`config.mk`:
```
export PLATFORM = sky130hd
export DESIGN_NAME = eltc_regs
export DESIGN_NICKNAME = d
export VERILOG_FILES = /design/src/common/eltc_pkg.sv /design/src/hw/eltc_regs.sv
export SDC_FILE = /design/constraint.sdc
export NUM_CORES = 1
export LEC_CHECK = 0
export BUFFER_PORTS_ARGS = -buffer_cell sky130_fd_sc_hd__buf_2
export CAP_MARGIN = 20
export CORE_AREA = 2 2 210 212
export CTS_BUF_LIST = sky130_fd_sc_hd__clkbuf_4 sky130_fd_sc_hd__clkbuf_8
export DETAILED_ROUTE_END_ITERATION = 10
export DIE_AREA = 0 0 212 214
export HOLD_SLACK_MARGIN = 0.02
export PLACE_DENSITY = 0.73
export SLEW_MARGIN = 15
export SYNTH_ARGS = -nofsm -noshare
export SYNTH_HDL_FRONTEND = slang
export SYNTH_SLANG_ARGS = --single-unit
```
`constraint.sdc`:
```
create_clock -name clock -period 10 [get_ports clock]
set_clock_uncertainty 0.2 [all_clocks]
set_input_delay 1 -clock clock [delete_from_list [all_inputs] [get_ports clock]]
set_output_delay 1 -clock clock [all_outputs]
set_load 0.005 [all_outputs]
```
`src/common/eltc_pkg.sv`:
```
// eltc_pkg: register map, reset values and timer step constants
package eltc_pkg;
	// ------------------------------------------------------------
	// register indices (byte address = index * 4)
	// ------------------------------------------------------------
	localparam logic [5:0] IDX_GIG_WAKE  = 6'h2D; // gig_wake_timer
	localparam logic [5:0] IDX_SNR       = 6'h2E; // fast_wake_snr_timer
	localparam logic [5:0] IDX_QUIET     = 6'h30; // quiet_period_count
	localparam logic [5:0] IDX_CTRL_TWO  = 6'h34; // low_power_control_two
	localparam logic [5:0] IDX_RX_LIMITS = 6'h36; // fast_rx_timer_limits
	localparam logic [5:0] IDX_LF_CTRL   = 6'h37; // fast_link_fail_control
	localparam logic [5:0] IDX_ERR_COUNT = 6'h3A; // wake error counter, read only
	localparam logic [5:0] IDX_STATUS    = 6'h3B; // sticky events, write one to clear
	localparam logic [5:0] IDX_MASK      = 6'h3C; // interrupt enables
	// ------------------------------------------------------------
	// reset values
	// ------------------------------------------------------------
	localparam logic [15:0] RST_GIG_WAKE  = 16'h0080;
	localparam logic [15:0] RST_SNR       = 16'h0370;
	localparam logic [15:0] RST_QUIET     = 16'h29F5;
	localparam logic [15:0] RST_CTRL_TWO  = 16'h8000;
	localparam logic [15:0] RST_RX_LIMITS = 16'h677A;
	localparam logic [15:0] RST_LF_CTRL   = 16'h3514;
	// ------------------------------------------------------------
	// field positions
	// ------------------------------------------------------------
	localparam int SKIP_BIT   = 15; // skip_quick_drop
	localparam int RXACT_BIT  = 6;  // receive-active enable
	localparam int EV_GIG     = 0;  // gigabit wake done
	localparam int EV_FAIL    = 1;  // 100 Mb/s link failure
	localparam int EV_WAKEERR = 2;  // 100 Mb/s receive wake error
	localparam int EV_DROP    = 3;  // fast link down
	// ------------------------------------------------------------
	// timer slots and time base
	// ------------------------------------------------------------
	localparam int NT = 9;
	localparam int T_GIG = 0, T_TXQ = 1, T_RXQ = 2, T_SLP = 3, T_LF = 4;
	localparam int T_RXW = 5, T_FLD = 6, T_IDLE = 7, T_SNR = 8;
	localparam int CLK_NS         = 20;
	localparam int GIG_STEP_NS    = 128;
	localparam int GIG_MAX_NS     = 16500;
	localparam int QUIET_STEP_NS  = 2048;
	localparam int IDLE_STEP_NS   = 140;
	localparam int RXQ_STEP_NS    = 3500000;
	localparam int SLEEP_STEP_NS  = 2000;
	localparam int LF_STEP_NS     = 4800;
	localparam int RXW_STEP_NS    = 1000;
	localparam int FLD_STEP_NS    = 5000000;
	localparam int GIG_STEP_CYC   = GIG_STEP_NS / CLK_NS;
	localparam int GIG_MAX_CYC    = GIG_MAX_NS / CLK_NS;
	localparam int QUIET_STEP_CYC = QUIET_STEP_NS / CLK_NS;
	localparam int IDLE_STEP_CYC  = (IDLE_STEP_NS + CLK_NS - 1) / CLK_NS;
	localparam int RXQ_STEP_CYC   = RXQ_STEP_NS / CLK_NS;
	localparam int SLEEP_STEP_CYC = SLEEP_STEP_NS / CLK_NS;
	localparam int LF_STEP_CYC    = LF_STEP_NS / CLK_NS;
	localparam int RXW_STEP_CYC   = RXW_STEP_NS / CLK_NS;
	localparam int FLD_STEP_CYC   = FLD_STEP_NS / CLK_NS;
endpackage

```
`src/hw/eltc_regs.sv`:
```
// eltc_regs: low-power-idle timer configuration registers and timers
`timescale 1ns/100ps
module eltc_regs #(
	parameter int RXQ_UNIT = eltc_pkg::RXQ_STEP_CYC, // cycles per quiet-limit step
	parameter int FLD_UNIT = eltc_pkg::FLD_STEP_CYC  // cycles per 5 ms drop step
) (
	input  wire logic        clock,              // 50 MHz
	input  wire logic        rst_n,              // synchronous, active low
	input  wire logic [7:0]  address,            // byte address
	input  wire logic        read,               // avalon read
	input  wire logic        write,              // avalon write
	input  wire logic [31:0] writedata,          // avalon write data
	input  wire logic [3:0]  byteenable,         // avalon lanes
	output logic      [31:0] readdata,           // avalon read data
	output logic             waitrequest,        // avalon stall
	output logic             irq,                // level interrupt
	input  wire logic        gig_wake_start,     // gigabit wake entered
	output logic             gig_wake_done,      // gigabit wake timer expired
	input  wire logic        tx_quiet_start,     // quiet period begins
	output logic             tx_quiet_done,      // quiet period over, pulse
	input  wire logic        rx_enter_sleep,     // receiver entered Sleep
	input  wire logic        rx_enter_quiet,     // receiver entered Quiet
	input  wire logic        rx_enter_wake,      // receiver entered Wake
	input  wire logic        rx_enter_idle,      // receiver entered Idle
	input  wire logic        rx_sleep_idle_seen, // valid sleep or idle symbols
	input  wire logic        rx_idle_sym,        // idle symbol this cycle
	output logic             rx_idle_ok,         // idle run long enough
	input  wire logic        snr_good,           // snr above floor
	output logic             snr_ok,             // snr good long enough
	input  wire logic        link_lost,          // raw link-loss indication
	output logic             link_down,          // fast link down declared
	output logic             link_fail,          // link failure, pulse
	output logic             rx_active           // receiver active indication
);
	// ------------------------------------------------------------
	// state
	// ------------------------------------------------------------
	typedef enum logic [2:0] {RX_ACTIVE, RX_SLEEP, RX_QUIET, RX_WAKE, RX_IDLE} eltc_rx_type;
	typedef struct packed {
		logic [31:0]                      rd;       // read data
		logic                             wr;       // waitrequest
		logic                             irq;      // interrupt
		logic [15:0]                      gig_wake_timer;
		logic [15:0]                      fast_wake_snr_timer;
		logic [15:0]                      quiet_period_count;
		logic [15:0]                      low_power_control_two;
		logic [15:0]                      fast_rx_timer_limits;
		logic [15:0]                      fast_link_fail_control;
		logic [15:0]                      err_count; // wake error counter
		logic [3:0]                       status;   // sticky events
		logic [3:0]                       mask;     // event enables
		eltc_rx_type                      rxs;      // receiver state
		logic [eltc_pkg::NT-1:0][23:0]    cnt;      // timer counts
		logic [eltc_pkg::NT-1:0]          run;      // timer running
		logic                             gig_done;
		logic                             txq_done;
		logic                             idle_ok;
		logic                             snr_ok;
		logic                             drop;     // link down level
		logic                             fail;     // link failure pulse
		logic                             rx_act;
		logic                             prev_idle;
		logic                             prev_snr;
		logic                             prev_lost;
	} eltc_state_type;

	eltc_state_type s;      // registered state
	eltc_state_type next_s; // next state

	// ------------------------------------------------------------
	// helpers
	// ------------------------------------------------------------
	// threshold times step, never below one cycle
	function automatic logic [23:0] tload(input logic [15:0] thr, input int unit);
		logic [31:0] p;
		p = 32'(thr) * 32'(unit);
		return (p == 32'h0) ? 24'h000001 : p[23:0];
	endfunction

	// merge the low two byte lanes into a 16-bit register
	function automatic logic [15:0] merge(input logic [15:0] old, input logic [31:0] wd,
		input logic [3:0] be);
		return {be[1] ? wd[15:8] : old[15:8], be[0] ? wd[7:0] : old[7:0]};
	endfunction

	// drop delay: code 0 none, else 5 ms doubling per code
	function automatic logic [23:0] drop_load(input logic [2:0] code);
		logic [31:0] p;
		p = 32'(FLD_UNIT) << (code - 3'h1);
		return p[23:0];
	endfunction

	// ------------------------------------------------------------
	// next state
	// ------------------------------------------------------------
	// one combinational pass: timers, receiver tracking, bus, events
	always_comb begin
		logic [eltc_pkg::NT-1:0] fire;
		logic [3:0]              ev;
		logic [3:0]              clr;
		logic [23:0]             gl;
		logic [1:0]              inc;
		logic                    take;
		fire = '0;
		ev = '0;
		clr = '0;
		gl = '0;
		inc = '0;
		take = 1'b0;
		next_s = s;
		next_s.fail = 1'b0;
		next_s.txq_done = 1'b0;
		// count every running timer down, flag expiry
		for (int i = 0; i < eltc_pkg::NT; i++) begin
			if (s.run[i]) begin
				if (s.cnt[i] == 24'h000001) begin
					fire[i] = 1'b1;
					next_s.run[i] = 1'b0;
				end else begin
					next_s.cnt[i] = s.cnt[i] - 24'h000001;
				end
			end
		end
		// gigabit wake timer, capped
		gl = tload(s.gig_wake_timer, eltc_pkg::GIG_STEP_CYC);
		if (gl > 24'(eltc_pkg::GIG_MAX_CYC)) begin
			gl = 24'(eltc_pkg::GIG_MAX_CYC);
		end
		if (gig_wake_start) begin
			next_s.gig_done = 1'b0;
			next_s.run[eltc_pkg::T_GIG] = 1'b1;
			next_s.cnt[eltc_pkg::T_GIG] = gl;
		end else if (fire[eltc_pkg::T_GIG]) begin
			next_s.gig_done = 1'b1;
			ev[eltc_pkg::EV_GIG] = 1'b1;
		end
		// transmit quiet period, count times 2048 ns
		if (tx_quiet_start) begin
			next_s.run[eltc_pkg::T_TXQ] = 1'b1;
			next_s.cnt[eltc_pkg::T_TXQ] = tload(s.quiet_period_count, eltc_pkg::QUIET_STEP_CYC);
		end else if (fire[eltc_pkg::T_TXQ]) begin
			next_s.txq_done = 1'b1;
		end
		// receiver state entries restart or stop the state timers
		if (rx_enter_sleep) begin
			next_s.rxs = RX_SLEEP;
			next_s.run[eltc_pkg::T_SLP] = 1'b1;
			next_s.cnt[eltc_pkg::T_SLP] = tload({8'h00, s.fast_rx_timer_limits[7:0]},
				eltc_pkg::SLEEP_STEP_CYC);
			next_s.run[eltc_pkg::T_RXQ] = 1'b0;
			next_s.run[eltc_pkg::T_LF] = 1'b0;
		end else if (rx_enter_quiet) begin
			next_s.rxs = RX_QUIET;
			next_s.run[eltc_pkg::T_RXQ] = 1'b1;
			next_s.cnt[eltc_pkg::T_RXQ] = tload({12'h000, s.fast_rx_timer_limits[11:8]}, RXQ_UNIT);
			next_s.run[eltc_pkg::T_SLP] = 1'b0;
			next_s.run[eltc_pkg::T_LF] = 1'b0;
		end else if (rx_enter_wake) begin
			next_s.rxs = RX_WAKE;
			next_s.run[eltc_pkg::T_LF] = 1'b1;
			next_s.cnt[eltc_pkg::T_LF] = tload({11'h000, s.fast_link_fail_control[12:8]},
				eltc_pkg::LF_STEP_CYC);
			next_s.run[eltc_pkg::T_RXW] = 1'b1;
			next_s.cnt[eltc_pkg::T_RXW] = tload({10'h000, s.fast_link_fail_control[5:0]},
				eltc_pkg::RXW_STEP_CYC);
			next_s.run[eltc_pkg::T_SLP] = 1'b0;
			next_s.run[eltc_pkg::T_RXQ] = 1'b0;
		end else if (rx_enter_idle) begin
			next_s.rxs = RX_IDLE;
			next_s.run[eltc_pkg::T_LF] = 1'b0;
			next_s.run[eltc_pkg::T_SLP] = 1'b0;
			next_s.run[eltc_pkg::T_RXQ] = 1'b0;
		end
		// valid sleep or idle symbols end the receive wake window
		if (rx_sleep_idle_seen && !rx_enter_wake) begin
			next_s.run[eltc_pkg::T_RXW] = 1'b0;
		end
		// link failure from quiet, sleep or wake limits
		if (fire[eltc_pkg::T_RXQ] || fire[eltc_pkg::T_SLP] || fire[eltc_pkg::T_LF]) begin
			next_s.fail = 1'b1;
			next_s.rxs = RX_ACTIVE;
			ev[eltc_pkg::EV_FAIL] = 1'b1;
		end
		// receive wake error
		if (fire[eltc_pkg::T_RXW]) begin
			ev[eltc_pkg::EV_WAKEERR] = 1'b1;
		end
		// wake error counter, one step per source
		inc = {1'b0, ev[eltc_pkg::EV_GIG]} + {1'b0, ev[eltc_pkg::EV_WAKEERR]};
		next_s.err_count = s.err_count + {14'h0000, inc};
		// consecutive idle symbols
		next_s.prev_idle = rx_idle_sym;
		if (!rx_idle_sym) begin
			next_s.idle_ok = 1'b0;
			next_s.run[eltc_pkg::T_IDLE] = 1'b0;
		end else if (!s.prev_idle) begin
			next_s.run[eltc_pkg::T_IDLE] = 1'b1;
			next_s.cnt[eltc_pkg::T_IDLE] = tload({12'h000, s.fast_rx_timer_limits[15:12]},
				eltc_pkg::IDLE_STEP_CYC);
		end else if (fire[eltc_pkg::T_IDLE]) begin
			next_s.idle_ok = 1'b1;
		end
		// snr must stay good for the threshold
		next_s.prev_snr = snr_good;
		if (!snr_good) begin
			next_s.snr_ok = 1'b0;
			next_s.run[eltc_pkg::T_SNR] = 1'b0;
		end else if (!s.prev_snr) begin
			next_s.run[eltc_pkg::T_SNR] = 1'b1;
			next_s.cnt[eltc_pkg::T_SNR] = tload(s.fast_wake_snr_timer, 1);
		end else if (fire[eltc_pkg::T_SNR]) begin
			next_s.snr_ok = 1'b1;
		end
		// fast link down with bypass and delay code
		next_s.prev_lost = link_lost;
		if (!link_lost) begin
			next_s.drop = 1'b0;
			next_s.run[eltc_pkg::T_FLD] = 1'b0;
		end else if (!s.prev_lost && !s.low_power_control_two[eltc_pkg::SKIP_BIT]) begin
			if (s.fast_link_fail_control[15:13] == 3'h0) begin
				next_s.drop = 1'b1;
				ev[eltc_pkg::EV_DROP] = 1'b1;
			end else begin
				next_s.run[eltc_pkg::T_FLD] = 1'b1;
				next_s.cnt[eltc_pkg::T_FLD] = drop_load(s.fast_link_fail_control[15:13]);
			end
		end else if (fire[eltc_pkg::T_FLD]) begin
			next_s.drop = 1'b1;
			ev[eltc_pkg::EV_DROP] = 1'b1;
		end
		// receive-active indication outside Sleep and Quiet
		next_s.rx_act = s.fast_link_fail_control[eltc_pkg::RXACT_BIT] &&
			(next_s.rxs != RX_SLEEP) && (next_s.rxs != RX_QUIET);
		// bus: one wait state, then the access completes
		if ((read || write) && s.wr) begin
			next_s.wr = 1'b0;
			if (read) begin
				next_s.rd = 32'h00000000;
				if (address[7:2] == eltc_pkg::IDX_GIG_WAKE) begin
					next_s.rd[15:0] = s.gig_wake_timer;
				end else if (address[7:2] == eltc_pkg::IDX_SNR) begin
					next_s.rd[15:0] = s.fast_wake_snr_timer;
				end else if (address[7:2] == eltc_pkg::IDX_QUIET) begin
					next_s.rd[15:0] = s.quiet_period_count;
				end else if (address[7:2] == eltc_pkg::IDX_CTRL_TWO) begin
					next_s.rd[15:0] = s.low_power_control_two;
				end else if (address[7:2] == eltc_pkg::IDX_RX_LIMITS) begin
					next_s.rd[15:0] = s.fast_rx_timer_limits;
				end else if (address[7:2] == eltc_pkg::IDX_LF_CTRL) begin
					next_s.rd[15:0] = s.fast_link_fail_control;
				end else if (address[7:2] == eltc_pkg::IDX_ERR_COUNT) begin
					next_s.rd[15:0] = s.err_count;
				end else if (address[7:2] == eltc_pkg::IDX_STATUS) begin
					next_s.rd[3:0] = s.status;
				end else if (address[7:2] == eltc_pkg::IDX_MASK) begin
					next_s.rd[3:0] = s.mask;
				end
			end
		end else begin
			next_s.wr = 1'b1;
			take = write && !s.wr;
		end
		// register writes land at the completing edge
		if (take) begin
			if (address[7:2] == eltc_pkg::IDX_GIG_WAKE) begin
				next_s.gig_wake_timer = merge(s.gig_wake_timer, writedata, byteenable);
			end else if (address[7:2] == eltc_pkg::IDX_SNR) begin
				next_s.fast_wake_snr_timer = merge(s.fast_wake_snr_timer, writedata, byteenable);
			end else if (address[7:2] == eltc_pkg::IDX_QUIET) begin
				next_s.quiet_period_count = merge(s.quiet_period_count, writedata, byteenable);
			end else if (address[7:2] == eltc_pkg::IDX_CTRL_TWO) begin
				next_s.low_power_control_two = merge(s.low_power_control_two, writedata, byteenable);
			end else if (address[7:2] == eltc_pkg::IDX_RX_LIMITS) begin
				next_s.fast_rx_timer_limits = merge(s.fast_rx_timer_limits, writedata, byteenable);
			end else if (address[7:2] == eltc_pkg::IDX_LF_CTRL) begin
				next_s.fast_link_fail_control = merge(s.fast_link_fail_control, writedata, byteenable);
			end else if (address[7:2] == eltc_pkg::IDX_STATUS) begin
				clr = byteenable[0] ? writedata[3:0] : 4'h0;
			end else if (address[7:2] == eltc_pkg::IDX_MASK) begin
				next_s.mask = byteenable[0] ? writedata[3:0] : s.mask;
			end
		end
		// sticky events: a new event beats a clear in the same cycle
		next_s.status = (s.status & ~clr) | ev;
		next_s.irq = |(next_s.status & next_s.mask);
	end

	// ------------------------------------------------------------
	// registers
	// ------------------------------------------------------------
	// single clocked process, synchronous reset
	always_ff @(posedge clock) begin
		if (!rst_n) begin
			s <= '0;
			s.wr <= 1'b1;
			s.gig_wake_timer <= eltc_pkg::RST_GIG_WAKE;
			s.fast_wake_snr_timer <= eltc_pkg::RST_SNR;
			s.quiet_period_count <= eltc_pkg::RST_QUIET;
			s.low_power_control_two <= eltc_pkg::RST_CTRL_TWO;
			s.fast_rx_timer_limits <= eltc_pkg::RST_RX_LIMITS;
			s.fast_link_fail_control <= eltc_pkg::RST_LF_CTRL;
		end else begin
			s <= next_s;
		end
	end

	assign readdata = s.rd;
	assign waitrequest = s.wr;
	assign irq = s.irq;
	assign gig_wake_done = s.gig_done;
	assign tx_quiet_done = s.txq_done;
	assign rx_idle_ok = s.idle_ok;
	assign snr_ok = s.snr_ok;
	assign link_down = s.drop;
	assign link_fail = s.fail;
	assign rx_active = s.rx_act;

	logic fire_rxw; // helper for the counter check
	assign fire_rxw = s.run[eltc_pkg::T_RXW] && (s.cnt[eltc_pkg::T_RXW] == 24'h000001);
endmodule

```
==> results.yml, run 1 <==
cts:
  cts_tree: "done"
  cts_resized: 0
  cts_buffers: 69
  clock-sinks: 376
  postCtsHoldBufs: 0
  clockRootBuffer: "clkbuf_8"
  htree_num_levels: 3
  clk_pin_slew_ns: 0.06
  clock_latency_ns: 0.65
  postCtsSetupRepairBufs: 0
  clockBufferDepth: 3
placement:
  gp_congestion: 0.892
  hpwlAfterDp_um: 42600
  place_area_mm2: 0.0241
  pre_cts_ws_ns: 5.36
  port_buffers: 62
route:
  drt_iter0_drc: 1454
  drc_errors: 0
  via_count: 20236
  drt_pre_antenna_iters: 6
  wl_per_cell_um: 17.0
  viasPerCell: 5.88
  ant_nets: 0
  drt_wl_total_um: 58600
global_routing:
  overflow: 0
  use_met1: 0.337
  grt_max_degree: 88
  grt.busiest_layer: "met2"
  antenna_found_initial: 1
  use_met2: 0.430
  grtUsageMet3: 0.0460
  grt_first_pass_wirelength_um: 96800
  grtUsageTotal: 0.257
  grt_pass1_vias: 19571
yosys:
  synthFlopType: "dfxtp_1"
  yosysMostFrequentCell: "dfxtp_1"
  synth_edf_count: 0
  synth_top_area_cell: "dfxtp_1"
  ys_async_sr_fraction: 0
  yosysUniqueCellTypes: 102
  ys_top_cells_by_area: "dfxtp_1 32%, ha_1 10%, xnor2_1 5.4%"
  syn_inst: 2781
  synth_common_cells: "376 x dfxtp_1, 334 x nor2_1, 238 x nand2_1"
  syn_area_mm2: 0.0235
  synth_top_area_frac: 0.320
  ys_ff_latch: 376
  seq_area_frac_synth: 0.320
  yosys_warnings: 0
  synth.avg_cell_area_um2: 8.45
floorplan:
  fp.dieW_um: 212
  fp.dieArea_mm2: 0.0454
  io_pins: 99
  core-area_mm2: 0.0429
  die_h_um: 214
  std_cell_rows: 76
  initial_core_util: 0.548
power:
  pwr_density_cell_mw_per_mm2: 136
  p_leak_nw: 10.5
  peakVddDrop_v: 0.000130
layout:
  drive_above_1_share: 0.0904
  areaGrowthSynthToFinish_pct: 8.64
  finish.instance_area_mm2: 0.0255
  finalNetCount: 3097
  final_util: 0.595
timing:
  post-route-period-util: 0.471
  tightest_slew_ns: 1.06
  hold_viol: 0
  drv_slew: 0
  hold_ws_ns: 0.240
  fin_crit_ns: 4.71
  tns_ns: 0
  setup_viol_count_final: 0
  rsz0062_at_grt: "false"
  slew_headroom: 0.290
  fmax_mhz: 212
  fin_ws_ns: 5.29
hold_path:
  min_path_type: "flop to flop"
worst_setup_path:
  critical_path_class: "flop to flop"
  critPathRequiredTime_ns: 10.38
  start_kind: "flop"
  end_kind: "flop"
  arrival_ns: 5.09
  path_max_fanout: 5
flow_run:
  drv_cap: 0
run_status:
  outcome: "finished clean"
worst max-delay path: stages (launching register included):
cell      delay [ns]
dfxtp_1         0.53
inv_1           0.16
ha_1            0.36
ha_1            0.29
inv_1           0.05
fa_1            0.49
inv_1           0.04
ha_1            0.32
a21oi_1         0.34
a21oi_1         0.21
o2111a_1        0.27
or3_1           0.32
a211oi_1        0.28
nand4_1         0.15
o41ai_2         0.42
o211a_1         0.22
kinds of logic after synthesis:
family,synth area share
other,0.000160
AO/OA/AOI/OAI,0.162
multiplexers,0.0235
XOR/XNOR,0.0921
AND/OR/NAND/NOR,0.212
flip-flops,0.320
adder cells (fa/ha/maj),0.138
buffers and inverters,0.0521
cell type report:
type	instances	area, um2
fillers	3784	17400
multi-input cells	2132	14800
inverters	151	569
clock buffers	107	1350
well taps	585	732
diodes	2	5.00
flip-flops and latches	376	7530
repair buffers	78	452
clock inverters	9	62.6
per-layer routing:
layer  share of wire  wire length [um]
met1            0.44             25800
met2            0.48             27800
met3           0.062              3610
met4           0.023              1360
met5               0                 0
final timing paths:
check        slack, ns  cells past startpoint          end         from
min               0.24                      1  waitrequest  waitrequest
min reg2reg       0.24                      1  waitrequest  waitrequest
max               5.29                     15        s[43]       s[310]
max reg2reg       5.29                     15        s[43]       s[310]
sequential cells by signal (all words and copies together), names as in the netlist:
signal         count
s                351
readdata          16
gig_wake_done      1
irq                1
link_down          1
link_fail          1
rx_active          1
rx_idle_ok         1
snr_ok             1
tx_quiet_done      1
waitrequest        1
cells in the final DEF, fill, tap and decap left out, types with 40 or more instances in the layout:
| cell type | n |
|---|---|
| nand3_1 | 60 |
| clkbuf_8 | 88 |
| a21oi_1 | 191 |
| fa_1 | 44 |
| or3_1 | 40 |
| xnor2_1 | 146 |
| inv_1 | 148 |
| nand2_1 | 238 |
| o21ai_0 | 106 |
| dfxtp_1 | 376 |
| buf_2 | 61 |
| ha_1 | 187 |
| nor2_1 | 333 |
| nor4_1 | 42 |
| nor3_1 | 88 |
| a211oi_1 | 46 |
| mux2i_1 | 54 |
| xor2_1 | 101 |
where the power goes:
part | total [mW] | leakage (nW) | switching [mW] | internal (mW)
clock | 1.52 | 0.752 | 0.666 | 0.859
combinational | 0.352 | 6.65 | 0.217 | 0.135
sequential | 1.60 | 3.06 | 0.0499 | 1.55
metrics by stage:
| stage | power, mW | instances |
|---|---|---|
| final | 3.48 | 3440 |
| after global routing | 3.63 | 3438 |
| after CTS | 3.51 | 3435 |
| after detailed placement | 1.98 | 3319 |
| after global placement | 1.96 | 3319 |
| after floorplan | 1.90 | 2796 |
Power figures use the tool's default switching activity.
==> inputs of run 2 (changes only) <==
==> constraint.sdc (replaced) <==
create_clock -name clock -period 4.66 [get_ports clock]
set_clock_uncertainty 0.2 [all_clocks]
set_input_delay 0.466 -clock clock [delete_from_list [all_inputs] [get_ports clock]]
set_output_delay 0.466 -clock clock [all_outputs]
set_load 0.005 [all_outputs]
==> run 2 against run 1 <==
Sequential cell count stayed put. Critical path type unchanged. Power is 120% higher. Clock-buffer cell count stayed put. Final area is 1.6% higher. Register-to-register slack worse by 5.1 ns.
==> results.yml, run 2 (synthesis results as in run 1) <==
floorplan:
  std_cell_rows: 76
  fp.dieW_um: 212
  die_h_um: 214
  core-area_mm2: 0.0429
  fp.dieArea_mm2: 0.0454
  io_pins: 99
  initial_core_util: 0.548
cts:
  clock_latency_ns: 0.67
  clock-sinks: 376
  cts_buffers: 70
  clockBufferDepth: 3
  htree_num_levels: 3
  clockRootBuffer: "clkbuf_8"
  cts_tree: "done"
  clk_pin_slew_ns: 0.06
  postCtsSetupRepairBufs: 0
layout:
  diodes: 0
  layout_common_cells: "373 x dfxtp_1, 334 x nor2_1, 238 x nand2_1, 190 x a21oi_1, 184 x ha_1"
  regMostFlops: "s"
  areaGrowthSynthToFinish_pct: 10.4
  drive_above_1_share: 0.0968
  final_util: 0.605
  finalNetCount: 3132
  layout_commonest_cell: "dfxtp_1"
  largest_register_ffs: 351
timing:
  rsz0062_at_grt: "false"
  tightest_slew_ns: 1.13
  hold_viol: 0
  drv_slew: 0
  tns_ns: 0
  post-route-period-util: 0.958
  slew_headroom: 0.240
  setup_viol_count_final: 0
  fmax_mhz: 224
  fin_crit_ns: 4.46
worst_setup_path:
  cp_top_family: "adder cells"
  path_max_fanout: 9
  r2r_setup_slack_ns: 0.20
  end_kind: "flop"
  r2r_cells: 14
  critPathRequiredTime_ns: 5.05
  start_kind: "flop"
  arrival_ns: 4.85
  r2r_end: "s[43]"
  critPathBufInv: 2
  path_cells: "ha_1 > inv_1 > fa_1 > fa_1 > inv_1 > ha_2 > nand2_1 > a211o_1 > a21oi_1 > nor2_1 > a221oi_1 > nand4_1 > o41ai_4 > o211a_1"
  critical_path_class: "flop to flop"
  slowest_delay_ns: 0.51
  cp_slowest_cell: "fa_1"
  reg2reg_from: "s[317]"
route:
  viasPerCell: 5.81
  ant_nets: 0
  via_count: 20209
  drc_errors: 0
  drt_wl_total_um: 59600
  drt_iter0_drc: 1434
  wl_per_cell_um: 17.1
  drt_pre_antenna_iters: 6
power:
  p_leak_nw: 10.6
  p_int_mw: 5.48
  power_mw: 7.53
  combPwrFrac: 0.104
  switchingPower_mw: 2.04
  peakVddDrop_v: 0.000287
  swShare: 0.272
  power.clock.fraction: 0.440
  pwr_density_cell_mw_per_mm2: 290
  seqPwrFrac: 0.456
placement:
  hpwlAfterDp_um: 43600
  port_buffers: 62
  gp_congestion: 0.894
hold_path:
  min_to: "s[23]"
  min_path_type: "input pin to flop"
  hold_start: "gig_wake_start"
  min_path_cells: 3
run_status:
  outcome: "finished clean"
global_routing:
  grt_pass1_vias: 19936
  grt_max_degree: 65
  grtUsageTotal: 0.264
  overflow: 0
  antenna_found_initial: 1
  grt_first_pass_wirelength_um: 99100
flow_run:
  drv_cap: 0
[run 2: cell count changes in the layout (fill, tap and decap cells not counted), moves of 3 or more]
| cell | delta |
|---|---|
| clkinv_2 | +3 |
| ha_1 | -3 |
| dfxtp_1 | -3 |
| dfxtp_2 | +3 |
| buf_4 | +9 |
| dlygate4sd3_1 | +28 |
[run 2: area by class of cell]
type | instances | area [um2]
inverter | 151 | 569
timing repair buffer | 112 | 758
tap | 585 | 732
fill | 3769 | 16900
multi-input combinational | 2132 | 14900
sequential | 376 | 7530
clock inverter | 15 | 106
clock buffer | 107 | 1350
[run 2: power groups by stage]
stage / Clock (mW) / Sequential [mW] / Combinational (mW)
2_1_floorplan: 0 / 3.47 / 0.594
3_3_place_gp: 0 / 3.49 / 0.730
3_5_place_dp: 0 / 3.50 / 0.749
4_1_cts: 3.39 / 3.43 / 0.774
5_1_grt: 3.53 / 3.45 / 0.870
6_report: 3.31 / 3.43 / 0.780
[run 2: worst max-delay path by stage]
stage           start  endpoint  slack [ns]  depth (start not counted)
3_3_place_gp   s[312]     s[43]        0.26                         12
6_report       s[317]     s[43]        0.20                         14
4_1_cts        s[312]     s[43]        0.16                         12
2_1_floorplan  s[314]     s[43]        0.51                         15
3_5_place_dp   s[312]     s[43]        0.20                         12
5_1_grt        s[317]     s[45]        0.02                         14
[run 2: stage by stage]
stage / area [um2] / setup slack, ns / hold WS [ns] / instances
2_1_floorplan: 23600 / 0.506 / 0.221 / 2796
3_3_place_gp: 24100 / 0.258 / 0.213 / 3328
3_5_place_dp: 24100 / 0.198 / 0.233 / 3328
4_1_cts: 25900 / 0.159 / 0.0424 / 3478
5_1_grt: 25900 / 0.0180 / 0.0710 / 3478
6_report: 25900 / 0.196 / 0.0831 / 3478
[run 2: routing by layer]
metal	global-route usage	wire length, um
met5	0	11
met3	0.0493	3550
met2	0.436	28000
met1	0.346	26400
met4	0.0927	1640
[run 2: repair_timing]
action,in CTS,in global routing
resized for setup,0,11
hold endpoints to repair,110,0
endpoints found under the setup margin,0,3
hold buffers,28,0
[run 2: worst reg2reg max path, cell delays in order, from the launching register on]
cell and delay (ns):
dfxtp_1 0.45, ha_1 0.31, inv_1 0.08, fa_1 0.43
fa_1 0.51, inv_1 0.04, ha_2 0.40, nand2_1 0.12
a211o_1 0.34, a21oi_1 0.29, nor2_1 0.11, a221oi_1 0.28
nand4_1 0.19, o41ai_4 0.42, o211a_1 0.20
